File: src/hdl/ppsm_map.svh
// Register offsets, field positions, reset values and timing counts
// Assumes inclusion by the power state manager top module
`ifndef PPSM_MAP_SVH
`define PPSM_MAP_SVH

// ----------------------------------------------------------------------
// Register offsets (byte addresses)
// ----------------------------------------------------------------------
`define PPSM_OFS_POWER_MGMT_CTRL_STATUS   8'h00
`define PPSM_OFS_CMD     8'h04
`define PPSM_OFS_WAKE    8'h08
`define PPSM_OFS_FILT    8'h0C
`define PPSM_OFS_STAT    8'h10

// ----------------------------------------------------------------------
// Field positions
// ----------------------------------------------------------------------
`define PPSM_PM_LVL_LO   0
`define PPSM_PM_LVL_HI   1
`define PPSM_PM_EN_BIT   8
`define PPSM_PM_FLG_BIT  15
`define PPSM_CMD_IO_BIT  0
`define PPSM_CMD_MEM_BIT 1
`define PPSM_WK_APM_BIT  0
`define PPSM_WK_EN_BIT   1
`define PPSM_WK_FLG_BIT  2
`define PPSM_WK_FRC_BIT  3

// ----------------------------------------------------------------------
// Encodings and reset values
// ----------------------------------------------------------------------
`define PPSM_LVL_D0      2'h0
`define PPSM_LVL_D3      2'h3
`define PPSM_FILT_RST    8'h00

// ----------------------------------------------------------------------
// Timing
// ----------------------------------------------------------------------
`define PPSM_CLK_MHZ     50
`define PPSM_ISO_US      1000
`define PPSM_ISO_CYC     (`PPSM_ISO_US * `PPSM_CLK_MHZ)
`define PPSM_SYNC_CYC    512

`endif

File: src/hdl/ppsm_pkg.sv
// Types of the power state manager
// Assumes nothing beyond a SystemVerilog compiler
package ppsm_pkg;

    // ------------------------------------------------------------------
    // Power states
    // ------------------------------------------------------------------
    typedef enum logic [3:0] {
        RESET_HOLD_STATE = 4'h1,
        D0_UNINIT        = 4'h2,
        D0_ACTIVE        = 4'h4,
        D3_STATE         = 4'h8
    } ppsm_state_e;

    // ------------------------------------------------------------------
    // Configuration word fields from the EEPROM
    // ------------------------------------------------------------------
    typedef struct packed {
        logic legacy_wake_select;
        logic pm_disable;
        logic clkrun_en;
    } ppsm_ee_s;

    // ------------------------------------------------------------------
    // Control outputs
    // ------------------------------------------------------------------
    typedef struct packed {
        logic       ee_load;
        logic       phy_reset;
        logic       power_level_out_hi;
        logic       power_level_out_lo;
        logic       d3cold_adv;
        logic       pci_isolate;
        logic       pci_ready;
        logic       mem_decode_en;
        logic       io_decode_en;
        logic       master_en;
        logic       tx_rx_en;
        logic       clk_gate;
        logic       phy_full_power;
        logic       pme_o;
        logic       pme_oe_n;
        logic       clk_run_o;
        logic       clk_run_oe_n;
        logic [3:0] dev_state;
    } ppsm_out_s;

endpackage

File: src/hdl/ppsm_top.sv
// Power state sequencer with Wishbone register slave
// Assumes synchronous PCI reset, power good and wake inputs on MCLK
`timescale 1ns/1ps
`default_nettype none
`include "ppsm_map.svh"

// Overview of operation
// [RULE1] Aux sense high advertises cold D3 wakeup
// [RULE2] Wake bits survive reset only with aux
// [RULE3] Aux sense is level, acts at once
// [RULE4] Reset enters hold, floats pins, bounded isolation
// [RULE5] System asserts reset before dropping main power
// [RULE6] Power good loads EEPROM, legacy wake enable
// [RULE7] Hold state like D3, high level off
// [RULE8] No wakeup in hold: low level off
// [RULE9] No frames or idles in hold
// [RULE10] Reset rising edge enters uninit D0
// [RULE11] Uninit entry: wake off, PHY reset, reload
// [RULE12] Memory enable write moves to active
// [RULE13] Active: clocks on, traffic, full power
// [RULE14] Software clears legacy wake, sets filters
// [RULE15] Software quiesces and arms wake before D3
// [RULE16] Level write 11 enters D3, wakes kept
// [RULE17] D3 entry clears memory and I/O enable
// [RULE18] D3 answers config only, no traffic
// [RULE19] Level write 00 in D3 returns uninit
// [RULE20] Force bit may drive wake without enable
// [RULE21] Register set stays when management disabled
// [RULE22] System keeps clock unless reset asserted
// [RULE23] Clock run request when enabled and needed
// [RULE24] Wait 512 clocks before driving bus (code waits the lesser of ISO_CYCLES and 512)
// [RULE25] One-hot state, powers up in hold
module ppsm_top #(
    parameter int unsigned ISO_CYCLES = `PPSM_ISO_CYC
) (
    input  wire logic                MCLK,
    input  wire logic                ARST_N,
    input  wire logic                WB_CYC_I,
    input  wire logic                WB_STB_I,
    input  wire logic                WB_WE_I,
    input  wire logic [7:0]          WB_ADR_I,
    input  wire logic [3:0]          WB_SEL_I,
    input  wire logic [31:0]         WB_DAT_I,
    output logic      [31:0]         WB_DAT_O,
    output logic                     WB_ACK_O,
    input  wire logic                PCI_RST_N,
    input  wire logic                SUPPLY_GOOD_IN,
    input  wire logic                AUX_SENSE,
    input  wire logic                WAKE_EVENT,
    input  wire logic                EE_DONE,
    input  wire ppsm_pkg::ppsm_ee_s  EE_WORD,
    output var  ppsm_pkg::ppsm_out_s PWR_OUT
);
    import ppsm_pkg::*;

    localparam logic [15:0] SYNC_LIM = 16'(`PPSM_SYNC_CYC);
    localparam logic [15:0] ISO_LIM  = 16'(ISO_CYCLES);
    localparam logic [15:0] REL_LIM  = (ISO_LIM < SYNC_LIM) ? ISO_LIM : SYNC_LIM;

    // ------------------------------------------------------------------
    // Bus slave
    // ------------------------------------------------------------------
    logic        ack;
    logic        next_ack;
    logic [31:0] rdat;
    logic [31:0] next_rdat;
    logic        hit;
    logic        wr;
    logic [31:0] rd_val;

    ppsm_state_e state;
    ppsm_state_e next_state;
    logic        cmd_mem;
    logic        cmd_io;
    logic        apm_en;
    logic        wake_signal_enable;
    logic        pme_flag;
    logic        pme_force;
    logic [7:0]  filt;
    ppsm_ee_s    ee;
    logic        rst_q;
    logic        pg_q;
    logic [15:0] cnt;
    ppsm_out_s   out;

    logic        next_cmd_mem;
    logic        next_cmd_io;
    logic        next_apm_en;
    logic        next_wake_signal_enable;
    logic        next_pme_flag;
    logic        next_pme_force;
    logic [7:0]  next_filt;
    ppsm_ee_s    next_ee;
    logic [15:0] next_cnt;
    ppsm_out_s   next_out;
    logic        wake_any;
    logic        rst_rise;
    logic        isolate;

    assign hit = WB_CYC_I & WB_STB_I & ack;
    assign wr  = hit & WB_WE_I;

    // Full register set even with management disabled [RULE21]
    always_comb begin
        rd_val = 32'h0000_0000;
        case (WB_ADR_I)
            `PPSM_OFS_POWER_MGMT_CTRL_STATUS: begin
                rd_val[`PPSM_PM_LVL_HI:`PPSM_PM_LVL_LO] =
                    (state == D3_STATE) ? `PPSM_LVL_D3 : `PPSM_LVL_D0;
                rd_val[`PPSM_PM_EN_BIT]  = wake_signal_enable;
                rd_val[`PPSM_PM_FLG_BIT] = pme_flag;
            end
            `PPSM_OFS_CMD: begin
                rd_val[`PPSM_CMD_IO_BIT]  = cmd_io;
                rd_val[`PPSM_CMD_MEM_BIT] = cmd_mem;
            end
            `PPSM_OFS_WAKE: begin
                rd_val[`PPSM_WK_APM_BIT] = apm_en;
                rd_val[`PPSM_WK_EN_BIT]  = wake_signal_enable;
                rd_val[`PPSM_WK_FLG_BIT] = pme_flag;
                rd_val[`PPSM_WK_FRC_BIT] = pme_force;
            end
            `PPSM_OFS_FILT: rd_val[7:0] = filt;
            `PPSM_OFS_STAT: begin
                rd_val[3:0] = state;
                rd_val[4]   = AUX_SENSE;
                rd_val[5]   = out.d3cold_adv;
                rd_val[6]   = isolate;
                rd_val[7]   = ~isolate;
                rd_val[8]   = ee.legacy_wake_select;
                rd_val[9]   = ee.pm_disable;
                rd_val[10]  = ee.clkrun_en;
            end
            default: rd_val = 32'h0000_0000;
        endcase
    end

    always_comb begin
        next_ack  = WB_CYC_I & WB_STB_I & ~ack;
        next_rdat = next_ack ? rd_val : 32'h0000_0000;
    end

    always_ff @(posedge MCLK or negedge ARST_N) begin
        if (!ARST_N) begin
            ack  <= 1'b0;
            rdat <= 32'h0000_0000;
        end else begin
            ack  <= next_ack;
            rdat <= next_rdat;
        end
    end

    assign WB_ACK_O = ack;
    assign WB_DAT_O = rdat;

    // ------------------------------------------------------------------
    // Power state sequencer
    // ------------------------------------------------------------------
    assign wake_any = apm_en | wake_signal_enable | (|filt);
    assign rst_rise = PCI_RST_N & ~rst_q;
    assign isolate  = (state == RESET_HOLD_STATE) | (cnt < REL_LIM);

    always_comb begin
        next_state     = state;
        next_cmd_mem   = cmd_mem;
        next_cmd_io    = cmd_io;
        next_apm_en    = apm_en;
        next_wake_signal_enable    = wake_signal_enable;
        next_pme_flag  = pme_flag;
        next_pme_force = pme_force;
        next_filt      = filt;
        next_ee        = ee;
        next_cnt       = (cnt < REL_LIM) ? cnt + 16'h0001 : cnt;
        next_out       = out;
        next_out.ee_load   = 1'b0;
        next_out.phy_reset = 1'b0;
        if (wr && WB_ADR_I == `PPSM_OFS_POWER_MGMT_CTRL_STATUS) begin
            if (WB_SEL_I[1]) begin
                next_wake_signal_enable = WB_DAT_I[`PPSM_PM_EN_BIT];
                if (WB_DAT_I[`PPSM_PM_FLG_BIT])
                    next_pme_flag = 1'b0;
            end
        end
        if (wr && WB_ADR_I == `PPSM_OFS_CMD && WB_SEL_I[0]) begin
            next_cmd_io  = WB_DAT_I[`PPSM_CMD_IO_BIT];
            next_cmd_mem = WB_DAT_I[`PPSM_CMD_MEM_BIT];
        end
        if (wr && WB_ADR_I == `PPSM_OFS_WAKE && WB_SEL_I[0]) begin
            next_apm_en    = WB_DAT_I[`PPSM_WK_APM_BIT];    // [RULE14]
            next_wake_signal_enable    = WB_DAT_I[`PPSM_WK_EN_BIT];
            next_pme_force = WB_DAT_I[`PPSM_WK_FRC_BIT];
            if (WB_DAT_I[`PPSM_WK_FLG_BIT])
                next_pme_flag = 1'b0;
        end
        if (wr && WB_ADR_I == `PPSM_OFS_FILT && WB_SEL_I[0])
            next_filt = WB_DAT_I[7:0];                      // [RULE14]
        if (WAKE_EVENT && wake_any)
            next_pme_flag = 1'b1;
        if (EE_DONE) begin
            next_ee = EE_WORD;
            if (EE_WORD.legacy_wake_select)
                next_apm_en = 1'b1;                         // [RULE6] [RULE11]
        end
        if (SUPPLY_GOOD_IN && !pg_q)
            next_out.ee_load = 1'b1;                        // [RULE6]
        if (!SUPPLY_GOOD_IN) begin
            next_state     = RESET_HOLD_STATE;
            next_cmd_mem   = 1'b0;
            next_cmd_io    = 1'b0;
            next_apm_en    = 1'b0;
            next_wake_signal_enable    = 1'b0;
            next_pme_flag  = 1'b0;
            next_pme_force = 1'b0;
            next_filt      = `PPSM_FILT_RST;
            next_cnt       = 16'h0000;
        end else if (!PCI_RST_N) begin
            next_state   = RESET_HOLD_STATE;                // [RULE4] [RULE7]
            next_cmd_mem = 1'b0;
            next_cmd_io  = 1'b0;
            next_cnt     = 16'h0000;
        end else begin
            case (state)
                RESET_HOLD_STATE: begin
                    if (rst_rise) begin
                        next_state = D0_UNINIT;             // [RULE10]
                        next_cnt   = 16'h0000;              // [RULE24]
                        if (!AUX_SENSE) begin
                            next_wake_signal_enable   = 1'b0;           // [RULE2] [RULE3]
                            next_pme_flag = 1'b0;
                            next_pme_force = 1'b0;
                        end
                        next_apm_en        = 1'b0;          // [RULE11]
                        next_filt          = `PPSM_FILT_RST;
                        next_out.phy_reset = 1'b1;
                        next_out.ee_load   = 1'b1;
                    end
                end
                D0_UNINIT: begin
                    if (wr && WB_ADR_I == `PPSM_OFS_CMD && WB_SEL_I[0]
                        && WB_DAT_I[`PPSM_CMD_MEM_BIT])
                        next_state = D0_ACTIVE;             // [RULE12]
                end
                D0_ACTIVE: begin
                    if (wr && WB_ADR_I == `PPSM_OFS_POWER_MGMT_CTRL_STATUS && WB_SEL_I[0]
                        && WB_DAT_I[`PPSM_PM_LVL_HI:`PPSM_PM_LVL_LO] == `PPSM_LVL_D3) begin
                        next_state   = D3_STATE;            // [RULE16]
                        next_cmd_mem = 1'b0;                // [RULE17]
                        next_cmd_io  = 1'b0;
                    end
                end
                D3_STATE: begin
                    next_cmd_mem = 1'b0;                    // [RULE18]
                    next_cmd_io  = 1'b0;
                    if (wr && WB_ADR_I == `PPSM_OFS_POWER_MGMT_CTRL_STATUS && WB_SEL_I[0]
                        && WB_DAT_I[`PPSM_PM_LVL_HI:`PPSM_PM_LVL_LO] == `PPSM_LVL_D0) begin
                        next_state         = D0_UNINIT;     // [RULE19]
                        next_apm_en        = 1'b0;          // [RULE11]
                        next_filt          = `PPSM_FILT_RST;
                        next_out.phy_reset = 1'b1;
                        next_out.ee_load   = 1'b1;
                    end
                end
                default: next_state = RESET_HOLD_STATE;
            endcase
        end
        next_out.d3cold_adv         = AUX_SENSE;            // [RULE1] [RULE3]
        next_out.power_level_out_hi = (state == D0_ACTIVE); // [RULE7]
        next_out.power_level_out_lo = (state == D0_ACTIVE) | wake_any; // [RULE8]
        next_out.pci_isolate        = isolate;              // [RULE4]
        next_out.pci_ready          = ~isolate;             // [RULE24]
        next_out.mem_decode_en      = cmd_mem & (state == D0_ACTIVE);
        next_out.io_decode_en       = cmd_io & (state == D0_ACTIVE);
        next_out.master_en          = (state == D0_ACTIVE) & ~isolate; // [RULE18]
        next_out.tx_rx_en           = (state == D0_ACTIVE); // [RULE9] [RULE13]
        next_out.clk_gate           = (state != D0_ACTIVE); // [RULE13]
        next_out.phy_full_power     = (state == D0_ACTIVE); // [RULE13]
        next_out.pme_o              = 1'b0;
        next_out.pme_oe_n           = ~(pme_flag & (wake_signal_enable | pme_force)); // [RULE20]
        next_out.clk_run_o          = 1'b0;
        next_out.clk_run_oe_n       = ~(ee.clkrun_en &
            ((state == D0_ACTIVE) | (cnt < REL_LIM) | pme_flag)); // [RULE23]
        next_out.dev_state          = state;
    end

    // Powers up in the hold state [RULE25]
    always_ff @(posedge MCLK or negedge ARST_N) begin
        if (!ARST_N) begin
            state     <= RESET_HOLD_STATE;
            cmd_mem   <= 1'b0;
            cmd_io    <= 1'b0;
            apm_en    <= 1'b0;
            wake_signal_enable    <= 1'b0;
            pme_flag  <= 1'b0;
            pme_force <= 1'b0;
            filt      <= `PPSM_FILT_RST;
            ee        <= '0;
            rst_q     <= 1'b0;
            pg_q      <= 1'b0;
            cnt       <= 16'h0000;
            out       <= '{pme_oe_n: 1'b1, clk_run_oe_n: 1'b1, pci_isolate: 1'b1,
                           clk_gate: 1'b1, dev_state: RESET_HOLD_STATE, default: 1'b0};
        end else begin
            state     <= next_state;
            cmd_mem   <= next_cmd_mem;
            cmd_io    <= next_cmd_io;
            apm_en    <= next_apm_en;
            wake_signal_enable    <= next_wake_signal_enable;
            pme_flag  <= next_pme_flag;
            pme_force <= next_pme_force;
            filt      <= next_filt;
            ee        <= next_ee;
            rst_q     <= PCI_RST_N;
            pg_q      <= SUPPLY_GOOD_IN;
            cnt       <= next_cnt;
            out       <= next_out;
        end
    end

    assign PWR_OUT = out;
endmodule
`default_nettype wire

File: config.mk
export PLATFORM = sky130hd
export DESIGN_NAME = ppsm_top
export DESIGN_NICKNAME = d
export VERILOG_FILES = /design/src/hdl/ppsm_pkg.sv /design/src/hdl/ppsm_top.sv
export VERILOG_INCLUDE_DIRS = /design/src /design/src/hdl
export SDC_FILE = /design/constraint.sdc
export NUM_CORES = 1
export LEC_CHECK = 0
export ABC_CLOCK_PERIOD_IN_PS = 2100
export BUFFER_PORTS_ARGS = -buffer_cell sky130_fd_sc_hd__buf_4
export CELL_PAD_IN_SITES_DETAIL_PLACEMENT = 1
export CELL_PAD_IN_SITES_GLOBAL_PLACEMENT = 2
export CORE_MARGIN = 2
export CORE_UTILIZATION = 30
export CTS_BUF_LIST = sky130_fd_sc_hd__clkbuf_4 sky130_fd_sc_hd__clkbuf_8 sky130_fd_sc_hd__clkbuf_16
export DETAILED_ROUTE_END_ITERATION = 6
export PLACE_DENSITY = 0.76
export SYNTH_ARGS = -nofsm -noshare
export SYNTH_HDL_FRONTEND = slang
export SYNTH_SLANG_ARGS = --single-unit
File: constraint.sdc
create_clock -name MCLK -period 2.1 [get_ports MCLK]
set_input_delay 0.42 -clock MCLK [delete_from_list [all_inputs] [get_ports MCLK]]
set_output_delay 0.42 -clock MCLK [all_outputs]
set_load 0.01 [all_outputs]
==> reports/summary.log <==
[outcome] outcome finished clean
[worst_setup_path] critical path arrival 2.10 ns
[timing] unrepaired setup endpoints after global routing false
[timing] worst-case headroom to the max-slew limit 0.669
[cts] clock insertion delay at the later pin of the skew report 0.35 ns
[cts] Clock Tree Buf Depth 2
[cts] clock tree from TritonCTS yes
[global_route] via count of the first global-routing pass 2741
[global_route] grt ovf 0
[run] max-capacitance violation count 0
[pwr] share of total power in the clock network 0.439
[logic_synthesis] main flop type after synthesis dfrtp_1
[placed_design] number of buffers inserted by port buffering 64
[cts] total CTS buffers 9
[worst_setup_path] worst-path cell with the longest stage delay or4b_1
[pwr] standby leakage power 1.94 nW
[timing] total negative slack 0 ns
[route] DRC violations left 0
[logic_synthesis] cell taking the most area after synthesis dfrtp_1
[finish] commonest non-fill, non-tap cell in the layout buf_4
[finish] most used cells in the layout excluding fill and tap cells 89 x buf_4, 63 x dfrtp_1, 22 x nand2_1, 22 x a21oi_1, 22 x conb_1
[floorplanning] x dimension of the die 107 um
[global_route] initial antenna violation count 0
[timing] count of pins over their slew limit 0
[route] starting DRC count in detailed routing 93
[pwr] switching part of the total power 0.243
[cts] number of levels in the clock H-tree 3
[worst_setup_path] Largest delay share family, worst path simple AND/OR/NAND/NOR gates
[pwr] power density over the cells 686 mW/mm^2
[cts] hold_buf cts 1
[route] Pre-Repair DR Iteration Count 4
[timing] count of final setup violators 0
[placed_design] placed standard-cell area 0.00393 sq mm
[route] wire length after detailed routing 8720 um
[timing] fmax 536 MHz
[logic_synthesis] synthesized instance count 308
[cts] number of buffers inserted to repair setup after CTS 0
[worst_setup_path] CP max FO 8
[global_route] GRT Overall Usage 0.159
[cts] Clock transition at path regs 0.08 ns
[floorplanning] number of rows created at floorplan 37
[worst_setup_path] startpoint class of the critical path flip-flop
[logic_synthesis] number of enable flip-flop cells after synthesis 0
[cts] number of sinks on the clock net 69
[finish] final instance area 0.00417 sq mm
[pwr] share of power burned in combinational logic 0.083
[logic_synthesis] number of warnings reported in the yosys synthesis log 0
[route] mean number of vias per cell 4.85
[logic_synthesis] sequential share of the synthesized area 0.545
[timing] ratio of final minimum period to clock period 0.888
[finish] share of post-route cells with drive strength above 1 0.295
[logic_synthesis] Distinct cells, synth 47
[pwr] relative contribution of sequential cells to total power 0.478
[floorplanning] DIE HEIGHT 107 um
[logic_synthesis] average footprint of a synthesized cell 10.3 sq um
[route] ANT nets after route 0
[global_route] first-pass GRT wire length 13900 um
[logic_synthesis] Synth top area share 0.495
[route] Routed WL per cell 16.1 um
[floorplanning] placeable core area 0.0103 sq mm
[cts] buffer cell driving the clock tree root clkbuf_8
[placed_design] Routability Congestion 0.749
[global_route] pin count of the biggest net entering global routing 45
[floorplanning] DIE AREA 0.0115 sq mm
[placed_design] half-perimeter wire length after detailed placement 6510 um
[worst_setup_path] data required time at the worst endpoint 2.34 ns
[timing] worst slack on hold paths 0.200 ns
[finish] ANT cells 0
[finish] area added between synthesis and finish 31.0%
[route] detailed-route via count 2632
[pwr] peak ir drop on the vdd network 0.333 mV
[worst_setup_path] startpoint-to-endpoint class of the critical path reg -> reg
[floorplanning] top-level I/O count 111
[worst_setup_path] CP Cell Sequence buf_4 > or4b_1 > inv_1 > nand2b_1 > and4_1
[floorplanning] Initial Utilization 0.308
[logic_synthesis] count of state elements after synthesis 69
[logic_synthesis] fraction of synthesis flops using an asynchronous set or reset pin 1.00
[worst_setup_path] delay of the slowest cell on the worst path 0.66 ns
[timing] worst clock skew on the final layout 0.00755 ns
[finish] Nets 460
[logic_synthesis] synthesized area 0.00318 sq mm
[hold_path] path class of the lowest-slack min-delay path in -> reg
[pwr] Internal Pwr Total 2.16 mW
[finish] non-filler cells in the finished layout 543
[timing] slew of the pin with the lowest slew margin 0.489 ns
[logic_synthesis] largest cells by area after synthesis dfrtp_1 50%, buf_4 5.7%, dfstp_2 5.0%
[worst_setup_path] number of buffer and inverter instances along the worst setup path 2
[timing] number of hold violations in the final report 0
[cts] number of resized instances in the post-cts repair step 0
[timing] shortest period the worst path allows 1.86 ns
[pwr] Switching Power 0.694 mW
[worst_setup_path] category of the worst setup path capture point flip-flop
[placed_design] number of placed instances, taps included 526
==> cells by family after synthesis <==
| logic type | count (synthesis) | share of synthesized area |
|---|---|---|
| and+or+nand+nor | 125 | 0.220 |
| DFF | 69 | 0.545 |
| AOI/OAI and AO/OA | 60 | 0.111 |
| buffers and inverters | 38 | 0.0759 |
| muxes | 8 | 0.0267 |
| xor gates and xnor gates | 6 | 0.0165 |
| adders and majority gates | 1 | 0.00393 |
| other | 1 | 0.00118 |
==> sequential cells by signal, summed over array words and instances, names as in the netlist, 3 cells and up <==
register,count
PWR_OUT,17
WB_DAT_O,12
cnt,16
ee,3
filt,8
state,4
==> power by group through the flow <==
stage               clock network, mW  registers [mW]  logic [mW]
finish                           1.25            1.37       0.237
global route                     1.34            1.37       0.264
CTS                              1.28            1.37       0.240
detailed placement                  0            1.39       0.237
global placement                    0            1.39       0.234
floorplan                           0            1.40       0.108
==> cell usage after synthesis, drive strengths merged, types with 2 or more instances <==
master and n:
a21oi 22, a21o 2, mux2 4, clkbuf 4, mux2i 4, nor3 7, dfrtp 63, nand3 19
xor2 2, and2 10, a22oi 8, inv 8, or4b 4, or3 4, nor4 9, nor4b 5
and4 3, xnor2 4, o21ai 19, buf 26, nand2 22, nor2 20, dfstp 6, or4 5
and3 5, nand4 7
==> layer usage <==
layer / track usage / vias up / routed length [um]
met5: 0 / - / 0
met4: 0.0788 / 0 / 231
met3: 0.0304 / 15 / 317
met2: 0.260 / 63 / 4290
met1: 0.200 / 1293 / 3890
li1: - / 1261 / -
==> metrics by stage <==
| step | util | worst slack (ns) | total power, mW |
|---|---|---|---|
| after floorplan | - | 0.0653 | 1.50 |
| after global placement | 0.381 | -0.0214 | 1.63 |
| after detailed placement | 0.381 | -0.0415 | 1.63 |
| after CTS | 0.404 | 0.233 | 2.89 |
| after global routing | 0.404 | 0.0764 | 2.97 |
| final | 0.404 | 0.236 | 2.86 |
==> cell type report <==
class	count	area, sq um
repair buffers	92	718
fillers	1200	6150
clock inverters	6	93.8
inverters	8	30.0
well taps	136	170
flip-flops and latches	69	1730
multi-input cells	222	1290
clock buffers	10	138
==> worst paths after layout <==
check	from	to	slack [ns]	depth (start not counted)
setup reg to reg	state[0]	state[1]	0.24	5
min in group asynchronous	ARST_N	PWR_OUT[1]	0.54	2
hold / removal	AUX_SENSE	PWR_OUT[16]	0.20	1
setup / recovery	state[0]	state[1]	0.24	5
max in group asynchronous	ARST_N	PWR_OUT[15]	0.94	3
hold reg to reg	ee[0]	PWR_OUT[4]	0.47	1
==> worst register-to-register path, cell delays in order (launching register included) <==
cell	delay [ns]
dfstp_2	0.37
buf_4	0.16
or4b_1	0.66
inv_1	0.28
nand2b_1	0.11
and4_1	0.18
Power figures use the tool's default switching activity.
